===== config.mk =====
export PLATFORM = sky130hd
export DESIGN_NAME = dcc_channel_control
export DESIGN_NICKNAME = d
export VERILOG_FILES = /design/src/rtl/dcc_channel_control.v
export VERILOG_INCLUDE_DIRS = /design/src /design/src/rtl
export SDC_FILE = /design/constraint.sdc
export NUM_CORES = 1
export LEC_CHECK = 0
export BUFFER_PORTS_ARGS = -buffer_cell sky130_fd_sc_hd__buf_4
export CAP_MARGIN = 0
export CORE_MARGIN = 5
export CORE_UTILIZATION = 61
export CTS_BUF_LIST = sky130_fd_sc_hd__clkbuf_2
export DETAILED_ROUTE_END_ITERATION = 10
export GPL_ROUTABILITY_DRIVEN = 0
export PLACE_DENSITY = 0.88
export SETUP_SLACK_MARGIN = 0.3
export SLEW_MARGIN = 20
export SYNTH_ARGS = -nofsm -noshare
export SYNTH_HDL_FRONTEND = slang
export SYNTH_SLANG_ARGS = --single-unit
export TNS_END_PERCENT = 30

===== constraint.sdc =====
create_clock -name clk_i -period 8.2 [get_ports clk_i]
set_input_delay 1.23 -clock clk_i [delete_from_list [all_inputs] [get_ports clk_i]]
set_output_delay 1.23 -clock clk_i [all_outputs]
set_load 0.03 [all_outputs]

===== src/rtl/dcc_defs.vh =====
// Purpose: Constants for the eight-channel DMA channel control block
// Assumes: Byte-addressed classic Wishbone, 32-bit data
// Notes:   Offsets are byte addresses on the bus
`ifndef DCC_DEFS_VH
`define DCC_DEFS_VH
`define DCC_CHCTL_BASE     8'h00
`define DCC_OPER_OFF       8'h20
`define DCC_CHSTAT_OFF     8'h24
`define DCC_CHCTL_RESET    32'h00000000
`define DCC_OPER_RESET     32'h00000000
`define DCC_SSA_HI         31
`define DCC_SSA_LO         29
`define DCC_STC_BIT        28
`define DCC_DSA_HI         27
`define DCC_DSA_LO         25
`define DCC_DTC_BIT        24
`define DCC_RSV_MASK       32'h00F00000
`define DCC_DS_BIT         19
`define DCC_RL_BIT         18
`define DCC_AM_BIT         17
`define DCC_AL_BIT         16
`define DCC_DM_HI          15
`define DCC_DM_LO          14
`define DCC_SM_HI          13
`define DCC_SM_LO          12
`define DCC_RS_HI          11
`define DCC_RS_LO          8
`define DCC_TM_BIT         7
`define DCC_TS_HI          6
`define DCC_TS_LO          4
`define DCC_QCL_BIT        3
`define DCC_IE_BIT         2
`define DCC_TE_BIT         1
`define DCC_DE_BIT         0
`define DCC_OPER_DDT_BIT   15
`define DCC_OPER_DBL_BIT   14
`define DCC_OPER_AE_BIT    2
`define DCC_OPER_NMI_SEEN_FLAG_BIT  1
`define DCC_OPER_DME_BIT   0
`define DCC_OPER_MASK      32'h0000C001
`define DCC_HI_CH_MASK     32'hFF0AFFF7
`define DCC_LO_CH_MASK     32'hFF0FFFF7
`endif


===== src/rtl/dcc_channel_control.v =====
// Purpose: Channel control registers and gating for an eight-channel DMA controller
// Assumes: Classic Wishbone slave, one clock, synchronous active-high reset
// Notes:   Arbitration and address engines sit outside; they consume the decoded fields
`timescale 1ns/1ps
`include "dcc_defs.vh"

// Register map, byte addresses on the bus
//   0x00 + 4*n  control register of channel n, n = 0..7
//   0x20        controller-wide operation register
//   0x24        status, read only, bit n = channel n running
//   others      read zero, writes dropped, still acknowledged
//
// Channel control register fields
//   31:29  source space attribute, card areas only
//   28     source wait register select
//   27:25  destination space attribute, card areas only
//   24     destination wait register select
//   23:20  reserved, read zero
//   19     request sampling select, level or edge
//   18     accept strobe polarity, 1 = high (ch 0-1)
//   17     ack phase, 0 = read cycle, 1 = write cycle
//   16     ack polarity, 1 = high (ch 0-1)
//   15:14  destination address step
//   13:12  source address step
//   11:8   request source select
//   7      bus mode, burst or cycle steal
//   6:4    access size
//   3      queue flush strobe, never stored
//   2      end-of-count interrupt enable
//   1      count done flag, hardware set
//   0      channel enable
//
// Operation register fields kept here
//   15     on-demand mode
//   14     eight-channel selection
//   2      address fault flag
//   1      non-maskable interrupt flag
//   0      master enable
//
// Flag clearing
//   A flag clears only when zero is written after a
//   full-word read saw it at one. Writing one keeps it.
//   A hardware set in the same cycle as a clear wins,
//   so a completion is never lost.
//
// Timing
//   A write lands on the edge that takes the request;
//   decoded outputs follow one cycle later. A read
//   answers one cycle after the request.
//   Status lags the enables by one cycle.
//
// Outputs
//   Every output comes from a flop, so the engine sees
//   no decode glitches; the price is one cycle of lag.
//   In normal mode only channels 0 and 1 have pins,
//   so only they honour the polarity bits.
//
// Faults
//   Fault inputs are one-cycle pulses. Either sets its
//   flag on the next edge and drops the running state
//   of all channels one edge later. Channels stay idle
//   until software clears the flag.
//
// Queue flush
//   A full-word write with bit 3 set gives a one-cycle
//   pulse on that channel's flush output, only in
//   on-demand mode with eight channels selected.
//
// Reset
//   Synchronous, active high; everything goes to zero.
//   Low-power modes are not seen here, so contents stay.
//
// Limitations
//   Priority bits belong to the arbiter, not here.
//   Narrow accesses are acknowledged but do nothing.
//   The status word is read only.
//   Abort inputs only mask a completion in that cycle.

module dcc_channel_control #(
    parameter NCH = 8
) (
    // Clock, reset and register bus
    input  wire            clk_i,
    input  wire            rst_i,
    input  wire            wb_cyc_i,
    input  wire            wb_stb_i,
    input  wire            wb_we_i,
    input  wire [7:0]      wb_adr_i,
    input  wire [3:0]      wb_sel_i,
    input  wire [31:0]     wb_dat_i,
    output reg  [31:0]     wb_dat_o,
    output reg             wb_ack_o,
    // Status and strobes from the transfer engine
    input  wire [NCH-1:0]  count_done_i,
    input  wire [NCH-1:0]  xfer_abort_i,
    input  wire            addr_fault_i,
    input  wire            nmi_i,
    input  wire [NCH-1:0]  single_addr_i,
    input  wire [NCH-1:0]  dev_to_mem_i,
    input  wire [NCH-1:0]  read_phase_i,
    input  wire [NCH-1:0]  ack_req_i,
    input  wire [NCH-1:0]  accept_req_i,
    // Channel state, strobes and decoded fields
    output reg  [NCH-1:0]  channel_active_o,
    output reg  [NCH-1:0]  xfer_end_irq_o,
    output reg  [NCH-1:0]  queue_flush_o,
    output reg  [NCH-1:0]  transfer_ack_out_o,
    output reg  [NCH-1:0]  ondemand_ack_out_o,
    output reg  [NCH-1:0]  request_accept_out_o,
    output reg  [NCH-1:0]  request_sample_edge_o,
    output reg  [NCH*2-1:0] dest_step_o,
    output reg  [NCH*2-1:0] src_step_o,
    output reg  [NCH*4-1:0] request_source_sel_o,
    output reg  [NCH-1:0]  burst_or_steal_o,
    output reg  [NCH*3-1:0] access_size_o,
    output reg  [NCH*3-1:0] src_space_attr_o,
    output reg  [NCH*3-1:0] dst_space_attr_o,
    output reg  [NCH-1:0]  src_wait_reg_sel_o,
    output reg  [NCH-1:0]  dst_wait_reg_sel_o,
    // Mode copies
    output reg             ondemand_mode_o,
    output reg             eight_channel_select_o
);

    // Channel control storage and controller-wide operation bits
    reg [31:0]    channel_control_reg [0:NCH-1];
    reg [31:0]    dma_operation_reg;
    reg [NCH-1:0] done_seen_reg;
    reg           ae_seen_reg;
    reg           nmi_seen_reg;

    // Decode of the request in flight
    wire       req      = wb_cyc_i & wb_stb_i & ~wb_ack_o;
    wire       full_w   = (wb_sel_i == 4'hF);
    wire       wr       = req & wb_we_i & full_w;
    wire       is_ch    = (wb_adr_i[7:5] == 3'h0);
    wire [2:0] ch_idx   = wb_adr_i[4:2];
    wire       is_oper  = (wb_adr_i == `DCC_OPER_OFF);
    wire       is_stat  = (wb_adr_i == `DCC_CHSTAT_OFF);

    // Operation register fields used below
    wire       ondemand_mode      = dma_operation_reg[`DCC_OPER_DDT_BIT];
    wire       eight_channel_select      = dma_operation_reg[`DCC_OPER_DBL_BIT];
    wire       master_on      = dma_operation_reg[`DCC_OPER_DME_BIT];
    wire       ae       = dma_operation_reg[`DCC_OPER_AE_BIT];
    wire       nmi_seen_flag     = dma_operation_reg[`DCC_OPER_NMI_SEEN_FLAG_BIT];

    // Writable-bit mask per channel; low channels keep polarity bits
    // Channels 2-7 lose bits 18 and 16; all lose 23:20 and 3
    function [31:0] ch_mask;
        input integer idx;
        begin
            ch_mask = (idx < 2) ? `DCC_LO_CH_MASK : `DCC_HI_CH_MASK;
        end
    endfunction

    // Apply a write to a sticky flag: zero clears only if read as one before
    // Shared by the done flag and both fault flags so they behave alike
    function flag_next;
        input cur;
        input seen;
        input wbit;
        input hw_set;
        begin
            if (hw_set)
                flag_next = 1'b1;           // set wins over clear
            else if (!wbit && seen)
                flag_next = 1'b0;
            else
                flag_next = cur;
        end
    endfunction

    // Loop indices, one per process, and read-side scratch
    integer i;
    integer j;
    reg [31:0] rd_val;
    reg [NCH-1:0] stat_val;

    // Read data mux; narrow reads give zero
    always @* begin
        rd_val   = 32'h00000000;
        // Unmapped addresses fall through to zero
        stat_val = channel_active_o;
        if (full_w) begin
            if (is_ch)
                rd_val = channel_control_reg[ch_idx] & ch_mask(ch_idx);
            else if (is_oper)
                rd_val = dma_operation_reg;
            else if (is_stat)
                rd_val = {{(32-NCH){1'b0}}, stat_val};
        end
    end

    // Bus answer: one-cycle ack, data registered with it
    // A request is taken where cyc and stb are high and ack is low;
    // ack rises one cycle later and stands for one cycle. Masking req
    // with ack keeps a held request from being taken twice, so the
    // master must drop cyc and stb on the edge that sees ack.
    // Read data is zero outside the ack cycle to ease bus muxing.
    always @(posedge clk_i) begin
        if (rst_i) begin
            wb_ack_o <= 1'b0;
            wb_dat_o <= 32'h00000000;
        end else begin
            wb_ack_o <= req;
            wb_dat_o <= (req && !wb_we_i) ? rd_val : 32'h00000000;
        end
    end

    // Read-one tracking for write-zero-to-clear flags
    // Only a full-word read arms a clear; a narrow read returns zero
    // and so never showed the flag to software
    always @(posedge clk_i) begin
        if (rst_i) begin
            done_seen_reg <= {NCH{1'b0}};
            ae_seen_reg   <= 1'b0;
            nmi_seen_reg  <= 1'b0;
        end else if (req && !wb_we_i && full_w) begin
            if (is_ch)
                done_seen_reg[ch_idx] <= channel_control_reg[ch_idx][`DCC_TE_BIT];
            if (is_oper) begin
                ae_seen_reg  <= ae;
                nmi_seen_reg <= nmi_seen_flag;
            end
        end
    end

    // Operation register: enables, mode bits, fault flags
    // Fault inputs set their flags even with the master enable off,
    // and a set flag holds every channel idle until it is cleared
    always @(posedge clk_i) begin
        if (rst_i) begin
            dma_operation_reg <= `DCC_OPER_RESET;
        end else begin
            if (wr && is_oper)
                dma_operation_reg <= (wb_dat_i & `DCC_OPER_MASK) |
                    {29'h0, flag_next(ae, ae_seen_reg, wb_dat_i[`DCC_OPER_AE_BIT], addr_fault_i),
                     flag_next(nmi_seen_flag, nmi_seen_reg, wb_dat_i[`DCC_OPER_NMI_SEEN_FLAG_BIT], nmi_i), 1'b0};
            else begin
                if (addr_fault_i)
                    dma_operation_reg[`DCC_OPER_AE_BIT] <= 1'b1;
                if (nmi_i)
                    dma_operation_reg[`DCC_OPER_NMI_SEEN_FLAG_BIT] <= 1'b1;
            end
        end
    end

    // Channel registers; held across low-power modes since nothing but reset clears them
    // Own loop index, so no two processes share a variable
    // The done bit is handled apart from the word: software may only
    // clear it, and a completion in the same cycle must win
    always @(posedge clk_i) begin
        if (rst_i) begin
            for (j = 0; j < NCH; j = j + 1)
                channel_control_reg[j] <= `DCC_CHCTL_RESET;
        end else begin
            for (j = 0; j < NCH; j = j + 1) begin
                if (wr && is_ch && ch_idx == j) begin
                    // Reserved, flush and fixed bits are masked before storing
                    channel_control_reg[j] <= (wb_dat_i & ch_mask(j)) & ~(32'h1 << `DCC_TE_BIT);
                    channel_control_reg[j][`DCC_TE_BIT] <= flag_next(channel_control_reg[j][`DCC_TE_BIT],
                        done_seen_reg[j], wb_dat_i[`DCC_TE_BIT],
                        count_done_i[j] & ~xfer_abort_i[j]);
                end else if (count_done_i[j] && !xfer_abort_i[j]) begin
                    // An aborted run reports no completion
                    channel_control_reg[j][`DCC_TE_BIT] <= 1'b1;
                end
            end
        end
    end

    // Per-channel decoded outputs, all registered
    // Outputs sit at zero in reset and take the fields one cycle later
    always @(posedge clk_i) begin
        if (rst_i) begin
            channel_active_o      <= {NCH{1'b0}};
            xfer_end_irq_o        <= {NCH{1'b0}};
            queue_flush_o         <= {NCH{1'b0}};
            transfer_ack_out_o    <= {NCH{1'b0}};
            ondemand_ack_out_o    <= {NCH{1'b0}};
            request_accept_out_o  <= {NCH{1'b0}};
            request_sample_edge_o <= {NCH{1'b0}};
            dest_step_o           <= {(NCH*2){1'b0}};
            src_step_o            <= {(NCH*2){1'b0}};
            request_source_sel_o  <= {(NCH*4){1'b0}};
            burst_or_steal_o      <= {NCH{1'b0}};
            access_size_o         <= {(NCH*3){1'b0}};
            src_space_attr_o      <= {(NCH*3){1'b0}};
            dst_space_attr_o      <= {(NCH*3){1'b0}};
            src_wait_reg_sel_o    <= {NCH{1'b0}};
            dst_wait_reg_sel_o    <= {NCH{1'b0}};
            ondemand_mode_o       <= 1'b0;
            eight_channel_select_o <= 1'b0;
        end else begin
            // Mode copies for the arbiter and strobe logic
            ondemand_mode_o        <= ondemand_mode;
            eight_channel_select_o <= eight_channel_select;

            for (i = 0; i < NCH; i = i + 1) begin
                // Enable needs both enables, no done flag, no fault
                // Faults stop every channel at once, as the flags are shared
                channel_active_o[i] <= channel_control_reg[i][`DCC_DE_BIT] & master_on & ~ae & ~nmi_seen_flag &
                                       ~channel_control_reg[i][`DCC_TE_BIT];

                // Level request; stays up until the done flag is cleared
                xfer_end_irq_o[i] <= channel_control_reg[i][`DCC_IE_BIT] &
                                     channel_control_reg[i][`DCC_TE_BIT];

                // Flush pulse only; the bit itself is never stored
                // Only a full-word write fires it, since wr checks sel
                queue_flush_o[i] <= wr & is_ch & (ch_idx == i) & wb_dat_i[`DCC_QCL_BIT] & ondemand_mode & eight_channel_select;

                // Normal mode: polarity only on channels 0-1; ack only when phase matches or the channel is single-address
                // Upper channels have no pin in normal mode: they pass the
                // request through active high and go quiet in on-demand mode
                transfer_ack_out_o[i] <= ((!ondemand_mode && i < 2) ?
                    ((ack_req_i[i] & (single_addr_i[i] |
                      (read_phase_i[i] ^ channel_control_reg[i][`DCC_AM_BIT])))
                      ^ ~channel_control_reg[i][`DCC_AL_BIT])
                    : (ack_req_i[i] & !ondemand_mode));

                // On-demand acknowledge is active high; polarity bit ignored
                ondemand_ack_out_o[i] <= ondemand_mode & ack_req_i[i] & (single_addr_i[i] |
                    (read_phase_i[i] ^ channel_control_reg[i][`DCC_AM_BIT]));

                // Accept strobe takes polarity on the same channels and mode; elsewhere it passes the request through, on-demand mode too
                request_accept_out_o[i] <= (!ondemand_mode && i < 2) ?
                    (accept_req_i[i] ^ ~channel_control_reg[i][`DCC_RL_BIT]) : accept_req_i[i];

                // Forced low where the channel has no request pin
                request_sample_edge_o[i] <= (ondemand_mode || i < 2) &
                    channel_control_reg[i][`DCC_DS_BIT];

                // Steps are zeroed where that address does not move
                dest_step_o[i*2 +: 2] <= (single_addr_i[i] && !dev_to_mem_i[i]) ? 2'h0 :
                    channel_control_reg[i][`DCC_DM_HI:`DCC_DM_LO];
                src_step_o[i*2 +: 2] <= (single_addr_i[i] && dev_to_mem_i[i]) ? 2'h0 :
                    channel_control_reg[i][`DCC_SM_HI:`DCC_SM_LO];

                // Plain field copies for the transfer engine
                request_source_sel_o[i*4 +: 4] <= channel_control_reg[i][`DCC_RS_HI:`DCC_RS_LO];
                burst_or_steal_o[i] <= channel_control_reg[i][`DCC_TM_BIT];
                access_size_o[i*3 +: 3] <= channel_control_reg[i][`DCC_TS_HI:`DCC_TS_LO];

                // Card-interface attributes; the bus unit applies them
                src_space_attr_o[i*3 +: 3] <= channel_control_reg[i][`DCC_SSA_HI:`DCC_SSA_LO];
                dst_space_attr_o[i*3 +: 3] <= channel_control_reg[i][`DCC_DSA_HI:`DCC_DSA_LO];
                src_wait_reg_sel_o[i] <= channel_control_reg[i][`DCC_STC_BIT];
                dst_wait_reg_sel_o[i] <= channel_control_reg[i][`DCC_DTC_BIT];
            end
        end
    end

endmodule


==> key figures, run 1 <==
Placed design
  • Area post-placement: 19,500 µm²
  • Instance count after placement with tap cells included: 1,885
  • Post-DP HPWL: 29,300 µm
  • Port Buffers: 349
  • Pre-CTS setup slack: 3.80 ns

Logic synthesis
  • Synth area leader: edfxtp_1
  • FF+latch count, synth: 466
  • Fraction of synthesized cell area taken by the top area cell type: 0.366
  • Number of flops mapped to enable cells by yosys: 204
  • Syn_area_per_cell: 13.2 µm²
  • Post-synth top flop: dfxtp_1
  • Fraction of registers with async set or reset after synthesis: 0
  • Post-Syn Instances: 1,266
  • Sequential fraction of the synthesis area: 0.680
  • Distinct cell type count of the synthesized netlist: 50
  • Total standard cell area after synthesis: 16,700 µm²
  • Synth warn: 0
  • Synth area leaders: edfxtp_1, dfxtp_1, mux4_2, nor2b_1, nor2_1

Setup path
  • Count of cells along the worst register-to-register path: 4
  • Critical Path Sink Type: register
  • Critical path type: in2reg
  • Terminus of the critical flop-to-flop path: channel_control_reg[4][23]
  • Register-to-Register Setup Slack: 4.90 ns
  • Worst reg2reg startpoint: wb_ack_o
  • Arrival time of the worst setup path: 4.05 ns
  • Worst setup SP type: input port
  • Critical Path RT: 8.71 ns
  • Highest fanout seen on the critical path: 27

Power and ir drop
  • Leakage power total: 8.69 nW
  • Total power divided by cell area: 221 nW/µm²
  • Maximum VDD drop: 137 µV
  • Overall power: 4.54 mW

STA
  • TNS Setup: 0 ns
  • Final-report hold violation count: 0
  • RSZ-0062 raised after global routing: false
  • Clk_skew: 0.0904 ns
  • Worst hold margin: 0.442 ns
  • Count of endpoints failing setup in the final report: 0
  • Highest clock rate: 0.283 GHz
  • Post-route fraction of the period consumed by the critical path: 0.432
  • Number of max-slew violations in the final report: 0
  • Worst setup slack after layout: 4.66 ns
  • Post-route minimum period: 3.54 ns
  • Worst Max-Slew Pin Slew: 1.03 ns
  • Max-slew headroom at the worst pin: 0.307

Floorplan
  • I/O pin count: 358
  • Die area: 30,800 µm²
  • Core region area: 27,000 µm²
  • Initial core utilization: 0.620
  • Die height: 176 µm
  • Num rows: 60
  • Die span in x: 176 µm

Worst hold path
  • Startpoint of the most critical hold path: channel_control_reg[6][26]
  • Endpoint, Worst Hold: src_space_attr_o[20]
  • Tightest Hold Check Type: reg2reg
  • WHS Path Cells: 1

Finish
  • Max reg flops: 204
  • Number of standard cells in the layout, taps in and fillers out: 2,086
  • Final core utilization: 0.762
  • Total Nets Final: 1,761
  • Leading cell type in the layout, fill and taps excluded: buf_4
  • Filler Cells Inserted: 1,672
  • Final std cell area, no fill: 20,500 µm²
  • Synthesis-to-layout area growth: 22.8%
  • Most used cells in the layout excluding fill and tap cells: buf_4, dfxtp_1, edfxtp_1
  • Share of layout cells above drive strength 1: 0.345

Flow run
  • Maxcap violations: 0

CTS
  • Post-cts gate resize count: 0
  • Number of levels the H-tree was split into: 3
  • Post-CTS Repair Setup Buffers: 0
  • Latest clock arrival within the worst-skew pair: 0.96 ns
  • Number of buffers between clock root and the deepest sink: 3
  • CTS clock-pin slew for the worst setup and hold paths: 0.11 ns
  • Quantity of hold-fixing buffers added after cts: 0
  • CTS tree: yes
  • Num Clock Sinks: 466
  • Number of buffers inserted during clock tree synthesis: 108
  • Cell at the root of the clock tree: clkbuf_2

Status
  • Result of the run: completed

Routing
  • Detailed-route via count: 11,500
  • Number of DRC markers after the initial detailed-route iteration: 965
  • Drt drc: 0
  • First-pass detailed-route iteration total: 5
  • Final Routed Wirelength: 45,500 µm
  • Detailed-route vias per instance: 5.53
  • Post-route antenna net violation count: 0
  • Average routed wire per standard cell: 21.8 µm

Global route
  • Wire length of the first global-routing pass: 68,600 µm
  • Global-route usage over all layers: 0.292
  • Largest net degree at the start of global routing: 105
  • Total congestion overflow: 0
  • Number of global-route vias before repair: 12,000
  • Antenna violations before repair: 3
cell usage after synthesis, types with 3 or more instances:
cell,n
dfxtp_1,262
edfxtp_1,204
nor2_1,185
nor2b_1,141
nand2b_1,50
clkbuf_1,49
mux4_2,48
and2_1,46
inv_1,41
mux2i_1,34
a21oi_1,26
nand2_1,15
nor4_1,12
buf_2,10
nand3b_1,10
buf_1,9
nor3_1,9
buf_6,8
nor3b_1,8
o2111ai_1,8
o31ai_1,8
xor2_1,8
nand4b_1,7
o21ai_0,7
or3_1,7
o211a_1,6
o2bb2ai_1,6
or4_1,5
buf_4,4
nor2_2,3
o22ai_1,3
or4b_2,3
worst max-delay path, cell delays in order:
cell	delay (ns)
buf_4	0.08
nand4_1	0.40
or3_4	0.59
or3_2	0.90
nand2b_2	0.82
power by group:
| group | leakage (nW) | total [mW] | internal [mW] | switching, mW |
|---|---|---|---|---|
| Clock | 0.799 | 1.56 | 0.664 | 0.891 |
| Combinational | 3.70 | 0.423 | 0.169 | 0.254 |
| Sequential | 4.19 | 2.56 | 2.52 | 0.0468 |
| Total | 8.69 | 4.54 | 3.35 | 1.19 |
how the worst max path moves through the flow:
| stage | start | to | slack (ns) | depth (start not counted) |
|---|---|---|---|---|
| after floorplan | wb_adr_i[7] | channel_control_reg[2][0] | 4.54 | 7 |
| after global placement | wb_sel_i[2] | channel_control_reg[4][3] | 3.85 | 5 |
| after detailed placement | wb_sel_i[2] | channel_control_reg[4][2] | 3.80 | 5 |
| after CTS | wb_sel_i[2] | channel_control_reg[4][23] | 4.76 | 5 |
| after global routing | wb_adr_i[4] | channel_control_reg[6][1] | 4.66 | 5 |
| final | wb_sel_i[2] | channel_control_reg[4][23] | 4.66 | 5 |
per-layer routing:
layer / wire [µm] / GRT usage / vias to the layer above / share of wire
li1: - / - / 5189 / -
met1: 16800 / 0.361 / 5490 / 0.37
met2: 22300 / 0.491 / 743 / 0.49
met3: 4890 / 0.0861 / 116 / 0.11
met4: 1420 / 0.110 / 4 / 0.031
met5: 34 / 0 / - / 0.00075
cell families (layout without fill, tap and decap cells):
| family | Yosys count | count (layout) | synth area share |
|---|---|---|---|
| xor+xnor | 10 | 10 | 0.00524 |
| other cells | 1 | 5 | 0.000224 |
| flops | 466 | 466 | 0.680 |
| mux | 83 | 83 | 0.0857 |
| compound gates | 69 | 69 | 0.0280 |
| simple gates | 516 | 516 | 0.168 |
| buf+inv | 121 | 596 | 0.0324 |
area by class of cell:
cell class	count	area, µm²	area share
diodes	1	2.50	0.000122
clock buffers	166	831	0.0405
clock inverters	34	243	0.0118
inverters	41	154	0.00749
multi-input cells	682	4840	0.236
flip-flops and latches	466	11400	0.554
well taps	341	427	0.0208
repair buffers	355	2670	0.130
No activity file was read; power rests on OpenSTA's default activity.
==> run 2, diff against run 1 <==
--- a/config.mk
+++ b/config.mk
@@ -9,11 +9,11 @@
 export BUFFER_PORTS_ARGS = -buffer_cell sky130_fd_sc_hd__buf_4
 export CAP_MARGIN = 0
 export CORE_MARGIN = 5
-export CORE_UTILIZATION = 61
+export CORE_UTILIZATION = 51
 export CTS_BUF_LIST = sky130_fd_sc_hd__clkbuf_2
 export DETAILED_ROUTE_END_ITERATION = 10
 export GPL_ROUTABILITY_DRIVEN = 0
-export PLACE_DENSITY = 0.88
+export PLACE_DENSITY = 0.78
 export SETUP_SLACK_MARGIN = 0.3
 export SLEW_MARGIN = 20
 export SYNTH_ARGS = -nofsm -noshare
==> constraint.sdc (replaced) <==
create_clock -name clk_i -period 3.21 [get_ports clk_i]
set_input_delay 0.4815 -clock clk_i [delete_from_list [all_inputs] [get_ports clk_i]]
set_output_delay 0.4815 -clock clk_i [all_outputs]
set_load 0.03 [all_outputs]
==> run 2 against run 1 <==
Clock skew down 0.0032 ns; total power increased to 2.5 times the previous value; highest routed layer is now met4; largest cell class unchanged; via count rose by 3.8%; sequential power rose to 2.6 times the previous value; hold slack got worse by 0.34 ns; largest power group unchanged.
==> key figures, run 2 (same netlist as run 1, synthesis figures left out) <==
Power and ir drop
  • Total power divided by cell area: 525 nW/µm² (+140%)
  • Net switching fraction of the power: 0.267 (+0.00471)
  • Portion of total power attributed to combinational logic: 0.104 (+0.011)
  • Switching power: 3.06 mW (+160%)
  • Sequential group share of total power: 0.572 (+0.008)
  • Maximum VDD drop: 341 µV (+150%)
  • Cell internal power dissipation: 8.38 mW (+150%)
  • Leakage power total: 9.21 nW (+6.0%)
  • Clock Power Share: 0.324 (-0.019)

Floorplan
  • Num rows: 66 (+10%)
  • Die height: 191 µm (+8.8%)
  • Die span in x: 191 µm (+8.8%)
  • Initial core utilization: 0.515 (-0.105)
  • Core region area: 32,500 µm² (+20%)
  • Die area: 36,500 µm² (+18%)
  • I/O pin count: 358 (unchanged)

Setup path
  • Arrival time of the worst setup path: 3.41 ns (-0.64 ns)
  • Critical Path Sink Type: register
  • Count of cells along the worst register-to-register path: 5 (+1)
  • Register-to-Register Setup Slack: 0.76 ns (-4.14 ns)
  • Highest fanout seen on the critical path: 8 (-70%)
  • Critical Path RT: 4.02 ns (-4.69 ns)
  • Terminus of the critical flop-to-flop path: channel_control_reg[1][1]
  • Setup crit end: dma_operation_reg[2]
  • Critical path type: in2reg
  • Critical path launch point: wb_adr_i[2]
  • Worst reg2reg startpoint: wb_ack_o
  • Worst setup SP type: input port

Finish
  • Leading cell type in the layout, fill and taps excluded: buf_4
  • Combined area of the multi-input logic cells: 4840 µm² (unchanged)
  • Total Nets Final: 1,883 (+6.9%)
  • Share of layout cells above drive strength 1: 0.336 (-0.00899)
  • Total area of sequential cells: 11,400 µm² (unchanged)
  • Most used cells in the layout excluding fill and tap cells: buf_4, dfxtp_1, edfxtp_1
  • Final core utilization: 0.672 (-0.0901)
  • Filler Cells Inserted: 2,326 (+39%)
  • Synthesis-to-layout area growth: 30.4%
  • Max reg flops: 204 (unchanged)

Routing
  • Average routed wire per standard cell: 20.3 µm (-7.0%)
  • First-pass detailed-route iteration total: 5 (unchanged)
  • Detailed-route vias per instance: 5.19 (-6.3%)
  • Drt drc: 0 (unchanged)
  • Final Routed Wirelength: 46,900 µm (+3.0%)
  • Number of DRC markers after the initial detailed-route iteration: 989 (+2.5%)
  • Post-route antenna net violation count: 0 (unchanged)
  • Detailed-route via count: 12,000 (+3.8%)

CTS
  • Cell at the root of the clock tree: clkbuf_2
  • Latest clock arrival within the worst-skew pair: 0.93 ns (-0.03 ns)
  • CTS clock-pin slew for the worst setup and hold paths: 0.11 ns (about the same)
  • Number of buffers between clock root and the deepest sink: 3 (unchanged)
  • Num Clock Sinks: 466 (unchanged)
  • CTS tree: yes
  • Post-CTS Repair Setup Buffers: 0 (unchanged)
  • Number of buffers inserted during clock tree synthesis: 109 (+0.93%)
  • Number of levels the H-tree was split into: 3 (unchanged)

Global route
  • Largest net degree at the start of global routing: 93 (-11%)
  • Global-route usage over all layers: 0.253 (-0.0393)
  • Number of global-route vias before repair: 12,500 (+4.2%)
  • Total congestion overflow: 0 (unchanged)
  • Antenna violations before repair: 1 (-2)
  • Wire length of the first global-routing pass: 70,500 µm (+2.8%)

STA
  • Post-route minimum period: 2.60 ns
  • Worst Max-Slew Pin Slew: 0.726 ns (-0.304 ns)
  • Post-route fraction of the period consumed by the critical path: 0.811
  • Final-report hold violation count: 0 (unchanged)
  • Highest clock rate: 0.384 GHz
  • Max-slew headroom at the worst pin: 0.516 (+0.209)
  • TNS Setup: 0 ns (unchanged)
  • Clk_skew: 0.0872 ns (-0.00317 ns)
  • RSZ-0062 raised after global routing: false
  • Number of max-slew violations in the final report: 0 (unchanged)
  • Worst setup slack after layout: 0.605 ns (-4.06 ns)
  • Count of endpoints failing setup in the final report: 0 (unchanged)

Status
  • Result of the run: completed

Worst hold path
  • Tightest Hold Check Type: in2reg

Placed design
  • Post-DP HPWL: 30,800 µm (+5.4%)
  • Pre-CTS setup slack: 0.435 ns (-3.36 ns)
  • Port Buffers: 349 (unchanged)

Flow run
  • Maxcap violations: 0 (unchanged)
## run 2: timing repair
action / in CTS / in global routing
hold buffers: 94 / 0
resized for setup: 0 / 0
setup endpoints to repair: 0 / 0
endpoints found under the hold margin: 243 / 0
## run 2: metal layers
layer,routed length (µm),GRT usage
met2,23800,0.442
met5,0,0
met3,4300,0.0652
met1,17600,0.311
met4,1090,0.0746
## run 2: area by class of cell
| type | instances | area share |
|---|---|---|
| diodes | 4 | 0.000459 |
| clock inverters | 37 | 0.00803 |
| clock buffers | 163 | 0.0374 |
| flip-flops and latches | 466 | 0.521 |
| repair buffers | 476 | 0.178 |
| multi-input cells | 682 | 0.222 |
| inverters | 41 | 0.00706 |
| well taps | 442 | 0.0254 |
## run 2: worst min-delay path by stage
stage | endpoint | from | slack [ns] | cells after the start
4_1_cts | wb_dat_o[31] | wb_adr_i[4] | 0.0009 | 3
3_3_place_gp | wb_dat_o[3] | channel_active_o[3] | 0.45 | 1
6_report | channel_control_reg[6][6] | wb_dat_i[7] | 0.1 | 3
2_1_floorplan | dest_step_o[12] | channel_control_reg[6][13] | 0.44 | 1
3_5_place_dp | wb_dat_o[3] | channel_active_o[3] | 0.45 | 1
5_1_grt | wb_dat_o[31] | wb_adr_i[4] | 0.05 | 3
## run 2: power by group through the flow
stage	registers [mW]	logic [mW]	clock network (mW)
final	6.54	1.19	3.70
after global routing	6.57	1.26	4.11
after CTS	6.54	1.19	3.79
after detailed placement	6.68	1.10	0
after global placement	6.67	1.09	0
after floorplan	6.85	0.428	0
## run 2: through the flow
step / cell area, µm² / hold WS (ns) / power [mW] / std cells
2_1_floorplan: 16700 / 0.442 / 7.28 / 1269
3_3_place_gp: 19900 / 0.445 / 7.76 / 2013
3_5_place_dp: 19900 / 0.453 / 7.78 / 2013
4_1_cts: 21800 / 0.000932 / 11.5 / 2307
5_1_grt: 21800 / 0.0480 / 11.9 / 2310
6_report: 21800 / 0.0984 / 11.4 / 2311
## run 2: critical path, cell delays in order
cell and delay [ns]:
dlygate4sd3_1 0.53, buf_4 0.17, or4_1 0.57, or4_1 0.71, nor4b_1 0.30, nor3_1 0.08, dlygate4sd3_1 0.57
